[config.mk]
export PLATFORM = sky130hd
export DESIGN_NAME = system_clock_mode_control
export DESIGN_NICKNAME = d
export VERILOG_FILES = /design/src/clk_mode_pkg.sv /design/src/system_clock_mode_control.sv
export SDC_FILE = /design/constraint.sdc
export NUM_CORES = 1
export LEC_CHECK = 0
export ABC_AREA = 1
export BUFFER_PORTS_ARGS = -buffer_cell sky130_fd_sc_hd__buf_2
export CAP_MARGIN = 20
export CORE_ASPECT_RATIO = 0.5
export CORE_MARGIN = 2
export CORE_UTILIZATION = 30
export CTS_CLUSTER_DIAMETER = 150
export DETAILED_ROUTE_END_ITERATION = 12
export PLACE_DENSITY = 0.54
export SYNTH_ARGS = -nofsm -noshare
export SYNTH_HDL_FRONTEND = slang
export SYNTH_SLANG_ARGS = --single-unit
[constraint.sdc]
create_clock -name clk_sys -period 2.1 [get_ports clk_sys]
set_clock_uncertainty 0.1 [all_clocks]
set_input_delay 0.105 -clock clk_sys [delete_from_list [all_inputs] [get_ports clk_sys]]
set_output_delay 0.105 -clock clk_sys [all_outputs]
set_load 0.03 [all_outputs]
[src/clk_mode_pkg.sv]
// Package of register map, field layout, modes and timing for the clock and mode control
package clk_mode_pkg;
  localparam int unsigned ADDR_W = 4;
  localparam int unsigned DATA_W = 8;

  // Register byte offsets
  localparam logic [3:0] OFS_SYSTEM_CLOCK_CONTROL = 4'h0;
  localparam logic [3:0] OFS_FAST_OSC_CONTROL     = 4'h1;
  localparam logic [3:0] OFS_STATUS               = 4'h2;
  localparam logic [3:0] OFS_IRQ_ENABLE           = 4'h3;
  localparam logic [3:0] OFS_IRQ_CLEAR            = 4'h4;
  localparam logic [3:0] OFS_MODE                 = 4'h5;
  localparam logic [3:0] OFS_WATCHDOG_CTRL        = 4'h6;
  localparam logic [3:0] OFS_WATCHDOG_COUNT       = 4'h7;

  // System clock control fields
  localparam int unsigned SEL_LSB  = 5;
  localparam int unsigned SEL_MSB  = 7;
  localparam int unsigned FKEEP_B  = 1;
  localparam int unsigned SKEEP_B  = 0;
  // Fast oscillator control fields
  localparam int unsigned FSTAB_B  = 1;
  localparam int unsigned FEN_B    = 0;

  localparam logic [2:0] SEL_SLOW      = 3'h7;
  localparam logic [2:0] SEL_MAX_DIV   = 3'h6;
  localparam logic [7:0] SCC_RESET     = 8'h00;
  localparam logic       FEN_RESET     = 1'b1;

  // Status and interrupt bit positions
  localparam int unsigned IRQ_N        = 3;
  localparam int unsigned EV_HALT      = 0;
  localparam int unsigned EV_STABLE    = 1;
  localparam int unsigned EV_WAKE      = 2;

  // Oscillator stabilisation time in ns, and cycles at 40 MHz
  localparam int unsigned CLK_PERIOD_NS  = 25;
  localparam int unsigned FAST_STAB_NS   = 1000;
  localparam int unsigned FAST_STAB_CYC  = (FAST_STAB_NS + CLK_PERIOD_NS - 1) / CLK_PERIOD_NS;
  localparam int unsigned SLOW_STAB_NS   = 2000;
  localparam int unsigned SLOW_STAB_CYC  = (SLOW_STAB_NS + CLK_PERIOD_NS - 1) / CLK_PERIOD_NS;
  localparam int unsigned SLOW_TICK_DIV  = 8;
  localparam int unsigned WDOG_W         = 16;

  // Operating modes, Gray coded in listing order
  typedef enum logic [2:0] {
    MODE_FAST             = 3'b000,
    MODE_SLOW             = 3'b001,
    MODE_SLEEP            = 3'b011,
    MODE_HALT_SLOW_ONLY   = 3'b010,
    MODE_HALT_BOTH_CLOCKS = 3'b110,
    MODE_HALT_FAST_ONLY   = 3'b111
  } op_mode_t;
endpackage : clk_mode_pkg

[src/system_clock_mode_control.sv]
// System clock source selection, oscillator control and halt-mode sequencing
// Operation
// RULE1: Select field: 000 fast, 001-110 fast divided by 2..64, 111 slow.
// RULE2: Fast keep bit decides whether fast oscillator runs during halt.
// RULE3: Slow keep bit decides whether slow oscillator runs during halt. The code also keeps it on while the watchdog is enabled.
// RULE4: Read-only stable flag shows fast oscillator stability.
// RULE5: Enabling fast oscillator clears stable flag, sets it once stable.
// RULE6: Fast enable bit switches fast oscillator; resets to one. The code lets a cleared bit stop it only with select 111, outside halt.
// RULE7: Halt mode chosen only from the two keep bits.
// RULE8: Select 111 moves to slow clock once slow oscillator is stable.
// RULE9: Codes 000-110 return to fast division; software polls stable flag.
// RULE10: Halt with both keep bits zero sleeps; only watchdog runs.
// RULE11: Fast keep 0, slow keep 1: fast clock and program stop.
// RULE12: Both keep bits one: program stops, both clocks run.
// RULE13: Fast keep 1, slow keep 0: fast runs, slow stops. The code keeps slow oscillator and tick on while the watchdog is enabled.
// RULE14: While halted, memory, registers and port states are held.
// RULE15: Halt sets power-down flag and clears timeout flag.
// RULE16: Halt clears watchdog; it counts on only if enabled.
// RULE17: Fast clock from fast oscillator, slow clock from slow oscillator.
// RULE18: Clock source and ratio changes are glitch free.
//
// Added by the designer: the plain strobed port and the placing of the registers.
`timescale 1ns/1ps
module system_clock_mode_control
  import clk_mode_pkg::*;
#(
  parameter int unsigned FAST_STAB = FAST_STAB_CYC,
  parameter int unsigned SLOW_STAB = SLOW_STAB_CYC
) (
  input  wire logic              clk_sys,               // System clock, 40 MHz
  input  wire logic              reset_n,               // Synchronous reset, active low
  input  wire logic [ADDR_W-1:0] reg_addr,              // Register address
  input  wire logic [DATA_W-1:0] reg_wdata,             // Write data
  input  wire logic              reg_wr,                // Write strobe
  input  wire logic              reg_rd,                // Read strobe
  output logic      [DATA_W-1:0] reg_rdata,             // Read data, cycle after strobe
  input  wire logic              halt_exec,             // CPU executes halt, pulse
  input  wire logic              wake_req,              // Wake-up event, pulse
  input  wire logic              wdt_clear_instr,       // Clear watchdog instruction, pulse
  input  wire logic              wdt_timeout_in,        // Watchdog timed out, pulse
  output logic                   sys_clk_en,            // System clock enable pulse
  output logic                   fast_clk_en,           // Fast oscillator clock enable
  output logic                   slow_clk_en,           // Slow oscillator tick
  output logic                   fast_internal_osc_on,  // Fast oscillator running
  output logic                   slow_internal_osc_on,  // Slow oscillator running
  output logic                   cpu_hold,              // Freeze program, memory, ports
  output logic                   power_down_flag,       // Power-down status
  output logic                   watchdog_timeout_flag, // Timeout status
  output logic                   irq                    // Level interrupt
);

  // Counters are 16 bits wide, so longer settle times cannot be served
  if (FAST_STAB < 1 || SLOW_STAB < 1 || FAST_STAB > 65535 || SLOW_STAB > 65535) begin : g_bad_stab
    $error("Stabilisation counts out of range");
  end

  function automatic logic [6:0] div_mask(input logic [2:0] sel);
    div_mask = 7'((7'h01 << sel) - 7'h01);
  endfunction : div_mask

  logic [2:0]        sys_clk_select_r;
  logic              fast_osc_keep_on_halt_r;
  logic              slow_osc_keep_on_halt_r;
  logic              fast_osc_enable_r;
  logic              fast_osc_stable_flag_r;
  logic [15:0]       fast_stab_cnt_r;
  logic              fast_osc_on_r;
  logic              slow_osc_on_r;
  logic              slow_stable_r;
  logic [15:0]       slow_stab_cnt_r;
  logic [2:0]        slow_div_r;
  logic              slow_tick_r;
  logic [6:0]        div_cnt_r;
  logic [2:0]        active_sel_r;
  logic              active_slow_r;
  op_mode_t          mode_r;
  op_mode_t          mode_nxt;
  logic              halted;
  logic              watchdog_enable_r;
  logic [WDOG_W-1:0] wdog_cnt_r;
  logic [IRQ_N-1:0]  irq_status_r;
  logic [IRQ_N-1:0]  irq_enable_r;
  logic [IRQ_N-1:0]  ev;
  logic              wr_scc;
  logic              wr_fosc;
  logic              stable_rise;

  assign halted = (mode_r != MODE_FAST) && (mode_r != MODE_SLOW);
  assign wr_scc  = reg_wr && (reg_addr == OFS_SYSTEM_CLOCK_CONTROL);
  assign wr_fosc = reg_wr && (reg_addr == OFS_FAST_OSC_CONTROL);

  // Software control bits
  always_ff @(posedge clk_sys) begin
    if (!reset_n) begin
      sys_clk_select_r        <= SCC_RESET[SEL_MSB:SEL_LSB];
      fast_osc_keep_on_halt_r <= SCC_RESET[FKEEP_B];
      slow_osc_keep_on_halt_r <= SCC_RESET[SKEEP_B];
      fast_osc_enable_r       <= FEN_RESET;
      watchdog_enable_r       <= 1'b1;
      irq_enable_r            <= '0;
    end else begin
      if (wr_scc) begin
        sys_clk_select_r        <= reg_wdata[SEL_MSB:SEL_LSB];
        fast_osc_keep_on_halt_r <= reg_wdata[FKEEP_B];
        slow_osc_keep_on_halt_r <= reg_wdata[SKEEP_B];
      end
      // RULE6: fast enable control
      if (wr_fosc) begin
        fast_osc_enable_r <= reg_wdata[FEN_B];
      end
      if (reg_wr && reg_addr == OFS_WATCHDOG_CTRL) begin
        watchdog_enable_r <= reg_wdata[0];
      end
      if (reg_wr && reg_addr == OFS_IRQ_ENABLE) begin
        irq_enable_r <= reg_wdata[IRQ_N-1:0];
      end
    end
  end

  // RULE7: halt mode from keep bits
  always_comb begin
    mode_nxt = mode_r;
    case (mode_r)
      MODE_FAST, MODE_SLOW: begin
        if (halt_exec) begin
          case ({fast_osc_keep_on_halt_r, slow_osc_keep_on_halt_r})
            // RULE10: both clear gives sleep
            2'b00:   mode_nxt = MODE_SLEEP;
            // RULE11: slow clock only
            2'b01:   mode_nxt = MODE_HALT_SLOW_ONLY;
            // RULE12: both clocks kept
            2'b11:   mode_nxt = MODE_HALT_BOTH_CLOCKS;
            // RULE13: fast clock only
            default: mode_nxt = MODE_HALT_FAST_ONLY;
          endcase
        end else begin
          mode_nxt = (active_slow_r) ? MODE_SLOW : MODE_FAST;
        end
      end
      MODE_SLEEP, MODE_HALT_SLOW_ONLY, MODE_HALT_BOTH_CLOCKS, MODE_HALT_FAST_ONLY: begin
        if (wake_req || wdt_timeout_in) begin
          mode_nxt = (active_slow_r) ? MODE_SLOW : MODE_FAST;
        end
      end
      default: mode_nxt = MODE_FAST;
    endcase
  end

  always_ff @(posedge clk_sys) begin
    if (!reset_n) begin
      mode_r <= MODE_FAST;
    end else begin
      mode_r <= mode_nxt;
    end
  end

  // RULE2: fast oscillator running state
  always_ff @(posedge clk_sys) begin
    if (!reset_n) begin
      fast_osc_on_r <= FEN_RESET;
    end else begin
      case (mode_nxt)
        MODE_SLEEP, MODE_HALT_SLOW_ONLY: fast_osc_on_r <= 1'b0;
        MODE_HALT_BOTH_CLOCKS, MODE_HALT_FAST_ONLY: fast_osc_on_r <= 1'b1;
        default: fast_osc_on_r <= fast_osc_enable_r || !sys_clk_select_r[2] || sys_clk_select_r != SEL_SLOW;
      endcase
    end
  end

  // RULE5: stable flag drops on enable, rises after settling
  always_ff @(posedge clk_sys) begin
    if (!reset_n) begin
      fast_stab_cnt_r        <= '0;
      fast_osc_stable_flag_r <= 1'b0;
    end else if (!fast_osc_on_r || (wr_fosc && reg_wdata[FEN_B] && !fast_osc_enable_r)) begin
      fast_stab_cnt_r        <= '0;
      fast_osc_stable_flag_r <= 1'b0;
    end else if (fast_stab_cnt_r < 16'(FAST_STAB)) begin
      fast_stab_cnt_r <= fast_stab_cnt_r + 16'h0001;
    end else begin
      // RULE4: stability reported
      fast_osc_stable_flag_r <= 1'b1;
    end
  end

  assign stable_rise = fast_osc_on_r && !fast_osc_stable_flag_r && (fast_stab_cnt_r >= 16'(FAST_STAB))
                       && !(wr_fosc && reg_wdata[FEN_B] && !fast_osc_enable_r);

  // RULE3: slow oscillator kept for slow-keep halts or watchdog
  always_ff @(posedge clk_sys) begin
    if (!reset_n) begin
      slow_osc_on_r   <= 1'b1;
      slow_stable_r   <= 1'b0;
      slow_stab_cnt_r <= '0;
    end else begin
      case (mode_nxt)
        MODE_SLEEP: slow_osc_on_r <= watchdog_enable_r;
        MODE_HALT_FAST_ONLY: slow_osc_on_r <= watchdog_enable_r;
        default: slow_osc_on_r <= 1'b1;
      endcase
      if (!slow_osc_on_r) begin
        slow_stable_r   <= 1'b0;
        slow_stab_cnt_r <= '0;
      end else if (slow_stab_cnt_r < 16'(SLOW_STAB)) begin
        slow_stab_cnt_r <= slow_stab_cnt_r + 16'h0001;
      end else begin
        slow_stable_r <= 1'b1;
      end
    end
  end

  // RULE17: slow tick from slow oscillator divider
  always_ff @(posedge clk_sys) begin
    if (!reset_n) begin
      slow_div_r  <= '0;
      slow_tick_r <= 1'b0;
    end else begin
      slow_div_r  <= slow_osc_on_r ? 3'(slow_div_r + 3'h1) : 3'h0;
      slow_tick_r <= slow_osc_on_r && (slow_div_r == 3'(SLOW_TICK_DIV - 1));
    end
  end

  // RULE18: switch source or ratio only at a period boundary
  always_ff @(posedge clk_sys) begin
    if (!reset_n) begin
      active_sel_r  <= SCC_RESET[SEL_MSB:SEL_LSB];
      active_slow_r <= 1'b0;
      div_cnt_r     <= '0;
    end else begin
      if (active_slow_r ? slow_tick_r : (div_cnt_r == 7'h00)) begin
        // RULE8: slow only once slow oscillator stable
        if (sys_clk_select_r == SEL_SLOW && slow_stable_r) begin
          active_slow_r <= 1'b1;
          active_sel_r  <= SEL_SLOW;
        // RULE9: back to fast division
        end else if (sys_clk_select_r <= SEL_MAX_DIV) begin
          active_slow_r <= 1'b0;
          active_sel_r  <= sys_clk_select_r;
        end
      end
      // RULE1: divide fast clock by select code
      if (fast_osc_on_r) begin
        div_cnt_r <= (div_cnt_r == 7'h00) ? div_mask(active_sel_r) : 7'(div_cnt_r - 7'h01);
      end
    end
  end

  // RULE10: system clock stops in any halt mode
  always_ff @(posedge clk_sys) begin
    if (!reset_n) begin
      sys_clk_en           <= 1'b0;
      fast_clk_en          <= 1'b0;
      slow_clk_en          <= 1'b0;
      fast_internal_osc_on <= 1'b0;
      slow_internal_osc_on <= 1'b0;
      cpu_hold             <= 1'b0;
    end else begin
      sys_clk_en <= !halted && (active_slow_r ? slow_tick_r : (fast_osc_on_r && div_cnt_r == 7'h00));
      fast_clk_en <= fast_osc_on_r;
      slow_clk_en <= slow_tick_r && (mode_r != MODE_SLEEP);
      fast_internal_osc_on <= fast_osc_on_r;
      slow_internal_osc_on <= slow_osc_on_r;
      // RULE14: hold CPU state while halted
      cpu_hold <= (mode_nxt != MODE_FAST) && (mode_nxt != MODE_SLOW);
    end
  end

  // RULE15: power-down set, timeout cleared on halt
  always_ff @(posedge clk_sys) begin
    if (!reset_n) begin
      power_down_flag       <= 1'b0;
      watchdog_timeout_flag <= 1'b0;
    end else begin
      if (halt_exec && !halted) begin
        power_down_flag <= 1'b1;
      end else if (wdt_clear_instr) begin
        power_down_flag <= 1'b0;
      end
      // A timeout in the halt cycle is not lost
      if (wdt_timeout_in) begin
        watchdog_timeout_flag <= 1'b1;
      end else if (halt_exec && !halted) begin
        watchdog_timeout_flag <= 1'b0;
      end
    end
  end

  // RULE16: watchdog cleared on halt, counts only if enabled
  always_ff @(posedge clk_sys) begin
    if (!reset_n) begin
      wdog_cnt_r <= '0;
    end else if ((halt_exec && !halted) || wdt_clear_instr) begin
      wdog_cnt_r <= '0;
    end else if (watchdog_enable_r && slow_tick_r) begin
      wdog_cnt_r <= WDOG_W'(wdog_cnt_r + 1'b1);
    end
  end

  // Sticky events; a new event beats a clear in the same cycle
  assign ev = {(wake_req && halted), stable_rise, (halt_exec && !halted)};

  always_ff @(posedge clk_sys) begin
    if (!reset_n) begin
      irq_status_r <= '0;
      irq          <= 1'b0;
    end else begin
      if (reg_wr && reg_addr == OFS_IRQ_CLEAR) begin
        irq_status_r <= (irq_status_r & ~reg_wdata[IRQ_N-1:0]) | ev;
      end else begin
        irq_status_r <= irq_status_r | ev;
      end
      irq <= |(irq_status_r & irq_enable_r);
    end
  end

  // Read port; unmapped addresses read zero
  always_ff @(posedge clk_sys) begin
    if (!reset_n) begin
      reg_rdata <= '0;
    end else if (reg_rd) begin
      case (reg_addr)
        OFS_SYSTEM_CLOCK_CONTROL:
          reg_rdata <= {sys_clk_select_r, 3'h0, fast_osc_keep_on_halt_r, slow_osc_keep_on_halt_r};
        OFS_FAST_OSC_CONTROL: reg_rdata <= {6'h00, fast_osc_stable_flag_r, fast_osc_enable_r};
        OFS_STATUS:           reg_rdata <= DATA_W'(irq_status_r);
        OFS_IRQ_ENABLE:       reg_rdata <= DATA_W'(irq_enable_r);
        OFS_MODE:             reg_rdata <= {4'h0, active_slow_r, mode_r};
        OFS_WATCHDOG_CTRL:    reg_rdata <= {watchdog_timeout_flag, power_down_flag, 5'h00, watchdog_enable_r};
        OFS_WATCHDOG_COUNT:   reg_rdata <= wdog_cnt_r[DATA_W-1:0];
        default:              reg_rdata <= '0;
      endcase
    end else begin
      reg_rdata <= '0;
    end
  end

endmodule : system_clock_mode_control

==> summary.txt <==
Floorplan
  – # rows: 29
  – Full die area: 0.0138 sq mm
  – Starting Density: 0.305
  – Vert. Die Dim: ~84 um
  – Boundary Pins: 37
  – Die width: 164 um
  – Core Area: about 0.013 sq mm

Synthesis
  – Post-synth ARST share: 0
  – Post-Syn Nets: 545
  – Top cell type's share of synthesized area: 0.474
  – Ranking of synthesized cells by area: dfxtp_1 47%, inv_1 9.8%, nand2_1 8.6%, a21oi_1 6.3%, nor2_1 5.7%
  – Syn Std Cell Area: 0.00384 sq mm
  – Post-synth top area cell: dfxtp_1
  – Syn Inst Count: 518
  – Seq cells post-synth: 91
  – Top_reg_cell synth: dfxtp_1
  – Most common cell in the netlist: inv_1
  – Top cells by count, synth: 100 x inv_1, 91 x dfxtp_1, 88 x nand2_1, 58 x nor2_1, 48 x a21oi_1
  – Ys Warns: 0
  – Mean Syn Cell Area: 7.41 sq um
  – Synth cell types: 38
  – Number of synthesized flops with an enable pin: 0
  – Seq/Total Area, Yosys: 0.474

Routing
  – Vias: 3,211
  – Final WL: 8190 um
  – Initial drt markers: 181
  – # DRC: 0
  – Avg WL per Cell: roughly 11 um
  – ANT nets after route: 0
  – Via density: 4.32
  – Drt first pass iters: 4

Timing
  – PnR worst setup slack: around 0.28 ns
  – RSZ-0062 raised after global routing: no
  – Worst Tran Pin Value: roughly 0.38 ns
  – Tmin final: roughly 1.8 ns
  – Slew HR: 0.749
  – Final worst path period share: 0.866
  – Maximum clock rate: 0.550 GHz
  – Setup-failing EPs final: 0
  – Max Slew Vio Count: 0
  – Setup TNS: 0 ns
  – Final hold violations: 0

Worst hold path
  – Min-Delay Path Class: in2reg
  – Hold Crit Depth: 3
  – Hold Startpoint: reset_n
  – Hold path endpoint: div_cnt_r[5]

Setup path
  – CP dominant cell by count: nand2_1
  – Critical Path RT: 2.23 ns
  – Critical path cell sequence: nor2_1, nand2_1, nor2_4, nand2_1, nand2_1, inv_1, ha_1, nand3_1, nor2_1, nand2_1, nand3_1, nand2_1, inv_1
  – Worst Setup End Kind: flip-flop
  – CP startpoint kind: flip-flop
  – Worst Path Max Fanout: 9
  – Internal reg-to-reg setup slack: 0.28 ns
  – R2R cell count: 13
  – WP data arrival: ~2 ns
  – Setup CP Type: reg2reg
  – CP max-delay cell: dfxtp_1
  – Worst path max stage delay: 0.32 ns
  – FF-to-FF Start: div_cnt_r[0]
  – Crit Reg-Reg Endpoint: div_cnt_r[4]

Clock tree
  – CTS clk-pin slew, worst paths: 0.06 ns
  – CTS tree: built
  – TritonCTS buffer count: 9
  – H-Tree Depth: 3
  – CTS root buffer: clkbuf_16
  – Clk_lat worst skew: between 0.3 and 0.4 ns
  – Post-CTS Setup Inserts: 0
  – Post_cts resized: 0
  – Max Buffers Root-to-Sink: 2
  – Total clock sinks: 91

Global routing
  – Total grt overflow: 0
  – Initial antenna violation count: 0
  – Overall Global Routing Usage: 0.129
  – First-pass GRT wire length: 14,100 um
  – Vias in the first global route: 3,096
  – Largest net degree at the start of global routing: 19

Power
  – Static Leak: 0.00195 uW
  – Max IR drop VDD: 0.475 mV
  – Pwr/cell area: approximately 940 mW/mm^2
  – Tot Pwr: 4330 uW

Run status
  – Status: complete, no violations

Placement
  – Post-Place Setup Slack: 0.289 ns
  – IO buf count: 34
  – Post-DP HPWL: 6150 um
  – Placer Congestion: ~0.86

Cells and area
  – ANT cells: 0
  – Layout cells sized above 1: 0.134
  – Nets@finish: 595
  – Area grow syn2layout: 19.8%
  – Filler Cell Count: ~1,300
  – Post-layout util: 0.365

Job
  – Max_cap viols: 0
through the flow:
| step | std cells | hold slack (ns) | area, sq um |
|---|---|---|---|
| 3_5_place_dp | 718 | 0.239 | 4210 |
| 3_3_place_gp | 718 | 0.245 | 4210 |
| 2_1_floorplan | 518 | 0.122 | 3840 |
| 6_report | 743 | 0.0282 | 4600 |
| 5_1_grt | 743 | 0.0170 | 4600 |
| 4_1_cts | 743 | 0.0153 | 4600 |
routing by layer:
layer	routed length, um	global-route usage
met3	240	0.0373
met5	0	0
met2	3720	0.206
met4	52	0.0375
met1	4180	0.170
cells in the final DEF, fill, tap and decap left out, types with 2 or more instances in the layout:
master and instances:
clkinvlp_4 3, clkbuf_16 9, o21ai_0 28, ha_1 7, a31oi_1 3, dfxtp_1 91
nor2_1 58, nor3_1 11, nor3b_1 2, o22ai_1 5, dlygate4sd3_1 9, buf_2 34
xor2_1 3, inv_1 100, nor2_2 5, inv_2 4, nor3_2 3, nand3_1 26
o211ai_1 2, buf_4 4, inv_6 2, nand2_1 88, a21oi_1 48, o221ai_1 2
nor2_4 4, nand2_2 2, nand4_1 6
power breakdown:
| group | internal [uW] | leakage (uW) | switching (uW) |
|---|---|---|---|
| registers | 1830 | 0.000740 | 64.9 |
| clock network | 928 | 0.000138 | 692 |
| logic | 277 | 0.00107 | 529 |
| total | 3040 | 0.00195 | 1290 |
registers in the layout (all words and copies together), names as in the netlist, 7 cells and up:
register / flops
fast_stab_cnt_r: 16
wdog_cnt_r: 8
slow_stab_cnt_r: 16
div_cnt_r: 7
reg_rdata: 8
logic make-up after synthesis:
family | count (synthesis) | share of synthesized area
simple gates | 210 | 0.248
buf+inv | 112 | 0.113
compound gates | 95 | 0.135
flops | 91 | 0.474
fa+ha+maj | 7 | 0.0228
xor+xnor | 3 | 0.00684
worst max path at each step:
stage                 startpoint            to  slack (ns)  depth (start not counted)
detailed placement  div_cnt_r[4]  div_cnt_r[4]        0.29                         13
floorplan           div_cnt_r[4]  div_cnt_r[4]        0.50                         13
global placement    div_cnt_r[0]  div_cnt_r[4]        0.33                         13
finish              div_cnt_r[0]  div_cnt_r[4]        0.28                         13
global route        div_cnt_r[4]  div_cnt_r[4]        0.04                         13
CTS                 div_cnt_r[0]  div_cnt_r[4]        0.27                         13
area by class of cell:
type / instances / area, sq um / area share
multi-input cells: 315 / 1590 / 0.345
flip-flops and latches: 91 / 1820 / 0.396
inverters: 104 / 390 / 0.0849
repair buffers: 47 / 290 / 0.0631
clock buffers: 9 / 225 / 0.0490
well taps: 170 / 213 / 0.0462
clock inverters: 7 / 75.1 / 0.0163
what timing repair did:
item / 4_1_cts / 5_1_grt
endpoints found under the hold margin: 14 / 0
setup endpoints to repair: 0 / 0
hold buffers: 9 / 0
critical path: cells and delay by family (launching register included):
family / cells / cell delay [ns]
buffers and inverters: 2 / 0.09
flip-flops: 1 / 0.32
adder cells (fa/ha/maj): 1 / 0.18
AND/OR/NAND/NOR: 10 / 1.04
No activity file was read; power rests on OpenSTA's default activity.
